## config.mk

```make
export PLATFORM = sky130hd
export DESIGN_NAME = poc_optic_ctrl
export DESIGN_NICKNAME = d
export VERILOG_FILES = /design/src/core/poc_pkg.sv /design/src/core/poc_tmr_if.sv /design/src/core/poc_sync.sv /design/src/core/poc_timer.sv /design/src/core/poc_optic_ctrl.sv
export SDC_FILE = /design/constraint.sdc
export NUM_CORES = 1
export LEC_CHECK = 0
export BUFFER_PORTS_ARGS = -buffer_cell sky130_fd_sc_hd__buf_2
export CORE_ASPECT_RATIO = 1.1
export CORE_UTILIZATION = 35
export CTS_CLUSTER_DIAMETER = 30
export DETAILED_ROUTE_END_ITERATION = 10
export PLACE_DENSITY_LB_ADDON = 0.08
export SKIP_CTS_REPAIR_TIMING = 1
export SLEW_MARGIN = 20
export SYNTH_ARGS = -nofsm -noshare
export SYNTH_HDL_FRONTEND = slang
export SYNTH_SLANG_ARGS = --single-unit
```

## constraint.sdc

```tcl
create_clock -name clk_sys_i -period 2.2 [get_ports clk_sys_i]
set_clock_uncertainty 0.15 [all_clocks]
set_input_delay 0 -clock clk_sys_i [delete_from_list [all_inputs] [get_ports clk_sys_i]]
set_output_delay 0 -clock clk_sys_i [all_outputs]
set_load 0.03 [all_outputs]
```

## src/core/poc_pkg.sv

```systemverilog
// Shared constants, register map and state encoding of the optic control core.
// Assumes one 50 MHz system clock and a synchronous active-high reset.
//
// How it works
// - Presence pin is held grounded while installed.
// - Definition lines carry serial clock and data.
// - Bandwidth select low gives reduced, high gives full.
// - Signal-lost output high when optical power low.
// - Shut-off rise turns laser off within 10 us.
// - Shut-off fall turns laser on within 1 ms.
// - Fault may show at power-up until safety confirms.
// - Fault clears within 300 ms of supply valid.
// - With shut-off at power-up, initialise after release.
// - Fault output rises within 100 us of fault.
// - Signal-lost follows loss state within 100 us.
// - Bandwidth follows select edge within 10 us.
// - Hot insertion runs the normal power-up initialisation.
// - Safety circuitry present means fault output implemented.
// - Without fault function, output stays low always.
// - Laser off when shut-off high, on only low.
// - Fault output high means fault, low means normal.
// - Safety fault latches until shut-off pulse and gone.
package poc_pkg;

  localparam int CLK_MHZ    = 50;
  localparam int T_RESET_NS = 10_000;
  localparam int T_INIT_MS  = 300;
  localparam int TMR_W      = 24;

  function automatic int poc_ns_to_cyc_up(input int ns);
    poc_ns_to_cyc_up = (ns * CLK_MHZ + 999) / 1000;
  endfunction : poc_ns_to_cyc_up

  function automatic int poc_ms_to_cyc_dn(input int ms);
    poc_ms_to_cyc_dn = ms * 1000 * CLK_MHZ;
  endfunction : poc_ms_to_cyc_dn

  // The hold check is two cycles shorter than the minimum so a host that holds exactly
  // the minimum still clears the latch despite the timer's load cycle and its registered done.
  localparam int RESET_CYC = poc_ns_to_cyc_up(T_RESET_NS) - 2;
  localparam int INIT_CYC  = poc_ms_to_cyc_dn(T_INIT_MS);

  localparam int          ADDR_W     = 4;
  localparam int          DATA_W     = 32;
  localparam logic [3:0]  REG_CTRL   = 4'h0;
  localparam logic [3:0]  REG_STATUS = 4'h4;

  localparam int          CTRL_W          = 2;
  localparam int          CTRL_FAULT_IMPL = 0;
  localparam int          CTRL_FORCE_OFF  = 1;
  localparam logic [1:0]  CTRL_RST        = 2'h1;

  localparam int ST_STATE    = 0;
  localparam int ST_LASER_EN = 2;
  localparam int ST_RX_LOST  = 3;
  localparam int ST_BW_FULL  = 4;
  localparam int ST_SUPPLY   = 5;
  localparam int ST_FLT_PIN  = 6;
  localparam int ST_LOS_PIN  = 7;
  localparam int ST_PRES_PIN = 8;
  localparam int ST_HOLD_MET = 9;
  localparam int ST_W        = 10;

  typedef enum logic [1:0] {
    POC_OFF   = 2'b00,
    POC_INIT  = 2'b01,
    POC_RUN   = 2'b11,
    POC_FAULT = 2'b10
  } poc_state_t;

endpackage : poc_pkg

```

## src/core/poc_tmr_if.sv

```systemverilog
// Start/load/done bundle between the control core and a countdown timer.
// Assumes both ends run on the same clock.
`timescale 1ns/1ps
interface poc_tmr_if #(parameter int W = 24);
  logic         start;
  logic [W-1:0] load;
  logic         busy;
  logic         done;

  modport ctl (output start, output load, input busy, input done);
  modport tmr (input start, input load, output busy, output done);
endinterface : poc_tmr_if

```

## src/core/poc_sync.sv

```systemverilog
// Two-stage level synchroniser with a per-bit reset value.
// Assumes inputs may change at any time relative to clk_sys_i.
`timescale 1ns/1ps
module poc_sync #(
  parameter int           W       = 1,
  parameter logic [W-1:0] RST_VAL = '0
) (
  input  wire logic         clk_sys_i, // System clock.
  input  wire logic         srst_i,    // Synchronous reset.
  input  wire logic         ce_i,      // Clock enable.
  input  wire logic [W-1:0] d_i,       // Raw levels.
  output logic      [W-1:0] q_o        // Synchronised levels.
);
  logic [W-1:0] meta_ff;
  logic [W-1:0] q_ff;

  always_ff @(posedge clk_sys_i) begin
    if (srst_i) begin
      meta_ff <= RST_VAL;
      q_ff    <= RST_VAL;
    end else if (ce_i) begin
      meta_ff <= d_i;
      q_ff    <= meta_ff;
    end
  end

  assign q_o = q_ff;
endmodule : poc_sync

```

## src/core/poc_timer.sv

```systemverilog
// Countdown timer: start loads the count, done pulses for one cycle when it runs out.
// Assumes start is only raised while the caller wants a fresh interval.
`timescale 1ns/1ps
module poc_timer #(
  parameter int W = 24
) (
  input  wire logic clk_sys_i, // System clock.
  input  wire logic srst_i,    // Synchronous reset.
  input  wire logic ce_i,      // Clock enable.
  poc_tmr_if.tmr    t          // Control bundle.
);
  logic [W-1:0] cnt_ff;
  logic [W-1:0] nxt_cnt;
  logic         done_ff;
  logic         nxt_done;

  always_comb begin
    nxt_cnt  = cnt_ff;
    nxt_done = 1'b0;
    if (t.start) begin
      nxt_cnt = t.load;
    end else if (cnt_ff != '0) begin
      nxt_cnt  = cnt_ff - W'(1);
      nxt_done = (cnt_ff == W'(1));
    end
  end

  always_ff @(posedge clk_sys_i) begin
    if (srst_i) begin
      cnt_ff  <= '0;
      done_ff <= 1'b0;
    end else if (ce_i) begin
      cnt_ff  <= nxt_cnt;
      done_ff <= nxt_done;
    end
  end

  assign t.busy = (cnt_ff != '0);
  assign t.done = done_ff;
endmodule : poc_timer

```

## src/core/poc_optic_ctrl.sv

```systemverilog
// Control and status core of a pluggable optical transceiver, module side.
// Assumes the safety and supply detectors are synchronous to clk_sys_i (the receive-power flag goes through poc_sync),
// and that the board resolves each open-drain pin from its output and enable.
//
// The implementer's own choices: the strobed register port and the placing of the registers.
`timescale 1ns/1ps
module poc_optic_ctrl
  import poc_pkg::*;
#(
  parameter logic [TMR_W-1:0] INIT_CYC_P  = TMR_W'(INIT_CYC),
  parameter logic [TMR_W-1:0] RESET_CYC_P = TMR_W'(RESET_CYC)
) (
  input  wire logic              clk_sys_i,      // 50 MHz system clock.
  input  wire logic              srst_i,         // Synchronous reset, active high.
  input  wire logic              ce_i,           // Clock enable, freezes all state.
  input  wire logic              tx_shutoff_i,   // Host shut-off line, high disables.
  input  wire logic              bw_select_i,    // Host bandwidth select line.
  input  wire logic              supply_ok_i,    // Transmitter supply at minimum.
  input  wire logic              laser_fault_i,  // Safety circuitry sees a fault.
  input  wire logic              laser_ok_i,     // Safety circuitry confirms normal.
  input  wire logic              rx_power_low_i, // Received power below sensitivity.
  input  wire logic              fault_pin_i,    // Fault line level read back.
  output logic                   fault_o,        // Fault line drive value, always 0.
  output logic                   fault_oe_n_o,   // Low pulls fault line low.
  input  wire logic              los_pin_i,      // Signal-lost line level read back.
  output logic                   los_o,          // Signal-lost drive value, always 0.
  output logic                   los_oe_n_o,     // Low pulls signal-lost line low.
  input  wire logic              present_pin_i,  // Presence line level read back.
  output logic                   present_o,      // Presence drive value, always 0.
  output logic                   present_oe_n_o, // Low grounds presence line.
  input  wire logic              scl_i,          // Serial ID clock from host.
  input  wire logic              sda_i,          // Serial ID data line level.
  output logic                   sda_o,          // Serial ID data drive, always 0.
  output logic                   sda_oe_n_o,     // Low pulls serial ID data low.
  output logic                   id_scl_o,       // Serial clock to ID memory.
  output logic                   id_sda_o,       // Serial data to ID memory.
  input  wire logic              id_sda_low_i,   // ID memory pulls data low.
  output logic                   laser_en_o,     // Laser driver enable.
  output logic                   bw_full_o,      // Receiver full bandwidth.
  input  wire logic [ADDR_W-1:0] addr_i,         // Register byte address.
  input  wire logic [DATA_W-1:0] wr_data_i,      // Register write data.
  input  wire logic              wr_i,           // Write strobe.
  input  wire logic              rd_i,           // Read strobe.
  output logic      [DATA_W-1:0] rd_data_o       // Read data, cycle after strobe.
);
  logic       shutoff_s;
  logic       bw_s;
  logic       lost_s;
  logic       scl_s;
  logic       sda_s;

  poc_sync #(.W(5), .RST_VAL(5'h13)) u_sync (
    .clk_sys_i (clk_sys_i),
    .srst_i    (srst_i),
    .ce_i      (ce_i),
    .d_i       ({tx_shutoff_i, bw_select_i, rx_power_low_i, scl_i, sda_i}),
    .q_o       ({shutoff_s, bw_s, lost_s, scl_s, sda_s})
  );

  poc_tmr_if #(.W(TMR_W)) init_t ();
  poc_tmr_if #(.W(TMR_W)) hold_t ();

  poc_timer #(.W(TMR_W)) u_init_tmr (
    .clk_sys_i (clk_sys_i),
    .srst_i    (srst_i),
    .ce_i      (ce_i),
    .t         (init_t)
  );

  poc_timer #(.W(TMR_W)) u_hold_tmr (
    .clk_sys_i (clk_sys_i),
    .srst_i    (srst_i),
    .ce_i      (ce_i),
    .t         (hold_t)
  );

  poc_state_t        state_ff;
  poc_state_t        nxt_state;
  logic              shutoff_d_ff;
  logic              hold_met_ff;
  logic              nxt_hold_met;
  logic [CTRL_W-1:0] ctrl_ff;
  logic [CTRL_W-1:0] nxt_ctrl;
  logic              laser_en_ff;
  logic              nxt_laser_en;
  logic              fault_rel_ff;
  logic              nxt_fault_rel;
  logic              los_rel_ff;
  logic              bw_full_ff;
  logic              scl_ff;
  logic              sda_ff;
  logic              sda_rel_ff;
  logic              pin_low_ff;
  logic [DATA_W-1:0] rd_data_ff;
  logic [DATA_W-1:0] nxt_rd_data;
  logic [ST_W-1:0]   status;
  logic              shut_rise;
  logic              shut_fall;

  assign shut_rise = shutoff_s & ~shutoff_d_ff;
  assign shut_fall = ~shutoff_s & shutoff_d_ff;

  assign init_t.load  = INIT_CYC_P;
  assign hold_t.load  = RESET_CYC_P;
  assign hold_t.start = shut_rise;

  assign status = {hold_met_ff, present_pin_i, los_pin_i, fault_pin_i, supply_ok_i,
                   bw_full_ff, lost_s, laser_en_ff, state_ff};

  // Transmitter safety state and latched fault.
  always_comb begin
    nxt_state    = state_ff;
    init_t.start = 1'b0;
    nxt_hold_met = hold_met_ff;
    if (shut_rise) begin
      nxt_hold_met = 1'b0;
    end else if (hold_t.done && shutoff_s) begin
      nxt_hold_met = 1'b1;
    end
    if (!supply_ok_i) begin
      nxt_state = POC_OFF;
    end else begin
      unique case (state_ff)
        POC_OFF: begin
          if (!shutoff_s) begin
            nxt_state    = POC_INIT;
            init_t.start = 1'b1;
          end
        end
        POC_INIT: begin
          if (laser_fault_i) begin
            nxt_state = POC_FAULT;
          end else if (shutoff_s) begin
            nxt_state = POC_OFF;
          end else if (laser_ok_i) begin
            nxt_state = POC_RUN;
          end else if (init_t.done) begin
            nxt_state = POC_FAULT;
          end
        end
        POC_RUN: begin
          if (laser_fault_i) begin
            nxt_state = POC_FAULT;
          end
        end
        POC_FAULT: begin
          if (shut_fall && hold_met_ff) begin
            nxt_state    = POC_INIT;
            init_t.start = 1'b1;
          end
        end
      endcase
    end
    nxt_laser_en = ((nxt_state == POC_INIT) || (nxt_state == POC_RUN)) && !shutoff_s
                   && !ctrl_ff[CTRL_FORCE_OFF];
    // Only a core with safety circuitry may release the line; otherwise it stays low.
    nxt_fault_rel = ctrl_ff[CTRL_FAULT_IMPL] && (nxt_state != POC_RUN);
  end

  // Register port.
  always_comb begin
    nxt_ctrl    = ctrl_ff;
    nxt_rd_data = '0;
    if (wr_i && (addr_i == REG_CTRL)) begin
      nxt_ctrl = wr_data_i[CTRL_W-1:0];
    end
    if (rd_i) begin
      if (addr_i == REG_CTRL) begin
        nxt_rd_data = DATA_W'(ctrl_ff);
      end else if (addr_i == REG_STATUS) begin
        nxt_rd_data = DATA_W'(status);
      end
    end
  end

  always_ff @(posedge clk_sys_i) begin
    if (srst_i) begin
      state_ff     <= POC_OFF;
      shutoff_d_ff <= 1'b1;
      hold_met_ff  <= 1'b0;
      ctrl_ff      <= CTRL_RST;
      laser_en_ff  <= 1'b0;
      fault_rel_ff <= 1'b1;
      los_rel_ff   <= 1'b1;
      bw_full_ff   <= 1'b0;
      scl_ff       <= 1'b1;
      sda_ff       <= 1'b1;
      sda_rel_ff   <= 1'b1;
      pin_low_ff   <= 1'b0;
      rd_data_ff   <= '0;
    end else if (ce_i) begin
      state_ff     <= nxt_state;
      shutoff_d_ff <= shutoff_s;
      hold_met_ff  <= nxt_hold_met;
      ctrl_ff      <= nxt_ctrl;
      laser_en_ff  <= nxt_laser_en;
      fault_rel_ff <= nxt_fault_rel;
      los_rel_ff   <= lost_s;
      bw_full_ff   <= bw_s;
      scl_ff       <= scl_s;
      sda_ff       <= sda_s;
      sda_rel_ff   <= ~id_sda_low_i;
      pin_low_ff   <= 1'b0;
      rd_data_ff   <= nxt_rd_data;
    end
  end

  assign fault_o        = pin_low_ff;
  assign fault_oe_n_o   = fault_rel_ff;
  assign los_o          = pin_low_ff;
  assign los_oe_n_o     = los_rel_ff;
  assign present_o      = pin_low_ff;
  assign present_oe_n_o = pin_low_ff;
  assign sda_o          = pin_low_ff;
  assign sda_oe_n_o     = sda_rel_ff;
  assign id_scl_o       = scl_ff;
  assign id_sda_o       = sda_ff;
  assign laser_en_o     = laser_en_ff;
  assign bw_full_o      = bw_full_ff;
  assign rd_data_o      = rd_data_ff;
endmodule : poc_optic_ctrl

```

# Word level (Yosys, flattened, before mapping)

Index checks and enable logic that the tools add are counted.

Bitwise operators: 5
Add/subtract/negate cells: 2
Eq/ne operators: 9
Reductions and logical operators: 20
Multiplexer cells: 26

Operators by type and width:

| operator                                              | number |
|---|---|
| two-way mux 24 bit                                    | 4 |
| equality test 24 x 1 -> 1 bit (second input constant) | 2 |
| nonzero test 24 bit                                   | 2 |
| subtractor 24 x 1 -> 24 bit (second input constant)   | 2 |
| two-way mux 10 bit                                    | 3 |
| two-way mux 2 bit                                     | 8 |
| two-way mux 1 bit                                     | 9 |
| one-hot mux 2 bit (4 select lines)                    | 1 |
| AND reduction 2 bit                                   | 4 |
| equality test 2 bit (second input constant)           | 3 |
| logical AND 1 bit                                     | 6 |
| nonzero test 2 bit                                    | 3 |
| equality test 2 x 1 -> 1 bit (second input constant)  | 2 |
| equality test 4 x 3 -> 1 bit (second input constant)  | 1 |
| logical NOT 4 bit                                     | 1 |
| inverter 1 bit                                        | 3 |
| bitwise AND 1 bit                                     | 2 |
| logical NOT 1 bit                                     | 2 |
| logical NOT 2 bit                                     | 1 |
| != test 2 bit (second input constant)                 | 1 |
| one-hot mux 1 bit (2 select lines)                    | 1 |
| logical OR 1 bit                                      | 1 |

Bits of input ports: 53
Bits in registers: 105

# Depth between registers and ports, before layout

Depth after elaboration: 10
Depth in mapped cells: 8
Mapped depth without buffers: 7

# By module

A second synthesis with hierarchy kept.

Cell total of the unflattened synthesis: 638
Area total of the unflattened synthesis: 4907.2 sq um

Modules (own cells, without submodules):

| module                  | instances | sequential area each (sq um) | area each (sq um) | cells an instance |
|---|---|---|---|---|
| poc_timer at u_init_tmr | 1         | 500.5                        | 1685.4            | 234 |
| poc_timer at u_hold_tmr | 1         | 500.5                        | 1684.1            | 236 |
| poc_optic_ctrl          | 1         | 460.4                        | 1169.9            | 136 |
| poc_sync                | 1         | 200.2                        | 367.9             | 32 |

# Worst setup path after synthesis

No wires, ideal clock.

Path type: flip-flop to flip-flop
From: reg u_hold_tmr.cnt_ff[8]
To: reg u_hold_tmr.cnt_ff[15]
Arrival time: 1.983 ns
Stages on the path, launching flop included: 8
Buffers on the path: 2
Data required time: 1.918 ns
Setup time: 0.132 ns
Setup slack: -0.065 ns
Clock period less this slack: 2.265 ns
Path through: dfxtp_1 -> or4_1 -> buf_2 -> or3_1 -> buf_6 -> o31ai_4 -> or3_1 -> a21oi_1

Longest elaborated chain between the ends: 3
Elaborated cells on any way between the ends: 6
Classes of those cells: add/sub (1); mux (2); reduce/logical (3)

Ends and longest elaborated chain:

| element                                                            | RTL line        | source |
|---|---|---|
| start, declared                                                    | poc_timer.sv:12 | `logic [W-1:0] cnt_ff;` |
| start signal, assigned                                             | poc_timer.sv:33 | `cnt_ff <= nxt_cnt;` |
| subtractor 24 x 1 -> 24 bit or nonzero test 24 bit (tied branches) | --              |  |
| two-way mux 24 bit or nonzero test 2 bit (tied branches)           | --              |  |
| two-way mux 24 bit or AND reduction 2 bit (tied branches)          | --              |  |

Parallel ways exist; a longest one is shown, timed or not. The select of a mux whose other input is x is not followed.
A chain may end at the register's enable or synchronous reset.

# Final worst setup path

From: reg u_hold_tmr.cnt_ff[11]
To: reg u_hold_tmr.cnt_ff[7]

Longest elaborated chain between the ends: 3

Ends and longest elaborated chain:

| element |
|---|
| nonzero test 24 bit |
| nonzero test 2 bit (no source line) |
| AND reduction 2 bit (no source line) |

Every way passes these cells.

==> results.toml <==
[outcome]
status = "finished with violations"
violations = "negative hold slack, negative setup slack"

[cts]
clkSinkCount = 83
clk_latency_ns = 0.34
tritoncts = "yes"
cts_root_buf = "clkbuf_16"
h-tree-depth = 3
numCtsBuffers = 9
clk_pin_slew_ns = 0.07
clockBufferDepth = 2

[route]
ant_nets = 0
wl_per_cell_um = 13.5
via_per_inst = 5.08
drt_iter0_markers = 165
route.detailed.drc = 0
routed_wl_mm = 9.97
drtPass1Iterations = 4
num_vias = 3737

[global_route]
grt_max_degree = 43
antenna_found_initial = 0
grtUsageTotal = 0.166
grt_pass1_vias = 3366
overflow = 0
grt_pass1_wl_mm = 16.2

[floorplanning]
std_cell_rows = 41
die_h_um = 116
start_util = 0.359
dieWidth_um = 105
core_sq_mm = 0.0114
die_area_sq_mm = 0.0122
io_pins = 97

[sta]
finalSetupViolCount = 1
drv_slew = 0
rsz0062_at_grt = "yes"
hold_violations = 2
period_share = 1.00
holdWs_ns = -0.0462
min_period_ns = 2.21
max_freq_mhz = 453
setup_slack_ns = -0.00572

[layout]
most-common-layout-cells = "dfxtp_1 (79), buf_4 (59), buf_2 (39)"
fin_area_sq_mm = 0.00543
insertedDiodeCount = 0
syn_to_final_growth_pct = 32.3
fin_cells = 736
seq_area_sq_mm = 0.00167
multi_input_area_sq_mm = 0.00235
drive_above_1_share = 0.280
layout_commonest_cell = "dfxtp_1"
fin_nets = 640
fillers = 1115

[setup_path]
cp_cell_sequence = "or4_4 > or4_4 > o211ai_1 > xor2_1 > a21oi_1"
crit_path_frequent_cell = "or4_4"
crit_slowest_cell = "or4_4"
critical_path.top_delay_family = "simple AND/OR/NAND/NOR gates"
rrSetupSlack_ns = -0.006
cp_data_required_time_ns = 2.25
cp_data_arrival_time_ns = 2.26
r2r_cells = 5
worst_path_largest_cell_delay_ns = 0.57
worstSetupPathType = "flip-flop to flip-flop"
timing.rr.end = "u_hold_tmr.cnt_ff[7]$_SDFFE_PP0P_"
worstPathMaxFanout = 6
setup.worst_path.start_class = "flip-flop"
critPathCaptureType = "flip-flop"
reg2reg_from = "u_hold_tmr.cnt_ff[11]$_SDFFE_PP0P_"
path_buf_inv = 0

[pwr]
peakVddDrop_uv = 939
pwr-share-comb = 0.581
p_int_w = 0.00557
clkPwrFrac = 0.168
netSwitchingPower_w = 0.00381
pwr-share-seq = 0.251
p_leak_nw = 2.25
switching_share = 0.406
powerDensity_mw_per_mm2 = 1730

[logic_synthesis]
syn_area_sq_mm = 0.00410
ys_async_sr_fraction = 0
postSynthCellCount = 474
synth_xor_area_frac = 0.0171
synth_top_family_by_area = "simple AND/OR/NAND/NOR gates"
synth_cell_types = 61
ys_warn_count = 0
synth_edf_count = 0
synthAdderAreaFrac = 0.0183
syn_avg_cell_area_sq_um = 8.65
muxShareOfSynthArea = 0.0488
synthSimpleGateAreaFrac = 0.231
ys.flop_type = "dfxtp_1"
yosysSeqAreaShare = 0.405
synth_seq_cells = 83
synth_compound_area_frac = 0.195

[placement]
post-place-ws_ns = -0.165
dp_cells = 698
gp_routability_congestion = 0.769
placedInstanceArea_sq_mm = 0.00473
port-buffer-count = 39
dp_hpwl_mm = 6.76

[hold_path]
hp-class = "input pin to flip-flop"
hold_depth = 5
min_to = "rd_data_o[0]$_SDFFE_PP0P_"
min-delay-start = "addr_i[2]"

[flow_run]
maxCapViolations = 0
power by group through the flow:
stage	Sequential (W)	Clock [W]	Combinational (W)
finish	0.00235	0.00158	0.00545
global route	0.00242	0.00168	0.00599
global placement	0.00229	0	0.00465
floorplan	0.00226	0	0.00299
detailed placement	0.00230	0	0.00472
CTS	0.00227	0.00163	0.00475
cells in the mapped netlist (3+ instances only):
cell      number  area (sq um)
nor3_1         5          25.0
or3_1         33           206
o21a_1         3          22.5
o31ai_1       10          75.1
nor4_1         8          50.1
nand4_1        3          18.8
dfxtp_1       83          1660
ha_1           6          75.1
a21boi_0       3          22.5
xor2_1         6          52.6
nand3_1       10          50.1
mux2i_1       20           200
a21oi_1       37           185
nand2_1       28           105
or2_2          8          50.1
nor2_1        39           146
inv_1         10          37.5
nand2b_1       4          25.0
o21ai_0       30           150
and2_1         3          18.8
or4_1         12          90.1
a22oi_1        8          60.1
buf_4         27           203
clkbuf_1      19          71.3
nor4b_1        3          26.3
a31oi_1       10          62.6
o211ai_1       5          37.5
worst reg2reg max path: cells and delay by family (launching register included):
kind	cells	cell delay, ns
simple gates	2	1.14
flops	1	0.32
xor+xnor	1	0.16
compound gates	2	0.30
registers in the layout (all words and copies together), names as in the netlist:
register	flops
u_init_tmr.cnt_ff	24
u_init_tmr.t.done	1
u_sync.q_o	5
u_hold_tmr.t.done	1
bw_full_o	1
fault_oe_n_o	1
id_scl_o	1
state_ff	2
u_sync.meta_ff	5
sda_oe_n_o	1
id_sda_o	1
hold_met_ff	1
laser_en_o	1
u_hold_tmr.cnt_ff	24
shutoff_d_ff	1
ctrl_ff	2
los_oe_n_o	1
rd_data_o	10
per-layer routing:
metal	track usage	wire length [um]	part of all wire	vias up
li1	-	-	-	1893
met1	0.214	4810	0.48	1780
met2	0.269	4750	0.48	54
met3	0.0321	231	0.023	10
met4	0.0770	180	0.018	0
met5	0	0	0	-
through the flow:
stage | util | setup TNS [ns] | total power, W
2_1_floorplan | - | 0 | 0.00525
3_5_place_dp | 0.414 | -1.53 | 0.00702
3_3_place_gp | 0.414 | -0.680 | 0.00694
5_1_grt | 0.474 | -0.480 | 0.0101
4_1_cts | 0.441 | -1.87 | 0.00865
6_report | 0.474 | -0.00572 | 0.00938
cell families (layout without fill, tap and decap cells):
family / count (synthesis) / count (layout)
AO/OA/AOI/OAI: 124 / 124
XOR/XNOR: 8 / 8
adder cells (fa/ha/maj): 6 / 6
buffers and inverters: 61 / 147
flip-flops: 83 / 83
multiplexers: 20 / 20
other: 1 / 27
AND/OR/NAND/NOR: 171 / 171
final cells by class:
type | count | share of cell area
flip-flops and latches | 83 | 0.308
clock inverters | 6 | 0.0134
repair buffers | 121 | 0.160
clock buffers | 10 | 0.0440
well taps | 150 | 0.0346
multi-input cells | 356 | 0.433
inverters | 10 | 0.00692
worst max-delay path by stage:
stage                                            start                            endpoint  slack (ns)  depth (start not counted)
global placement    u_hold_tmr.cnt_ff[11]$_SDFFE_PP0P_  u_hold_tmr.cnt_ff[10]$_SDFFE_PP0P_        -0.1                          5
finish              u_hold_tmr.cnt_ff[11]$_SDFFE_PP0P_   u_hold_tmr.cnt_ff[7]$_SDFFE_PP0P_      -0.006                          5
CTS                 u_hold_tmr.cnt_ff[11]$_SDFFE_PP0P_  u_hold_tmr.cnt_ff[10]$_SDFFE_PP0P_       -0.18                          5
global route        u_hold_tmr.cnt_ff[11]$_SDFFE_PP0P_   u_hold_tmr.cnt_ff[1]$_SDFFE_PP0P_       -0.07                          5
detailed placement  u_hold_tmr.cnt_ff[11]$_SDFFE_PP0P_  u_hold_tmr.cnt_ff[10]$_SDFFE_PP0P_       -0.17                          5
floorplan           u_hold_tmr.cnt_ff[11]$_SDFFE_PP0P_  u_hold_tmr.cnt_ff[22]$_SDFFE_PP0P_       0.007                          7
Power figures use the tool's default switching activity.
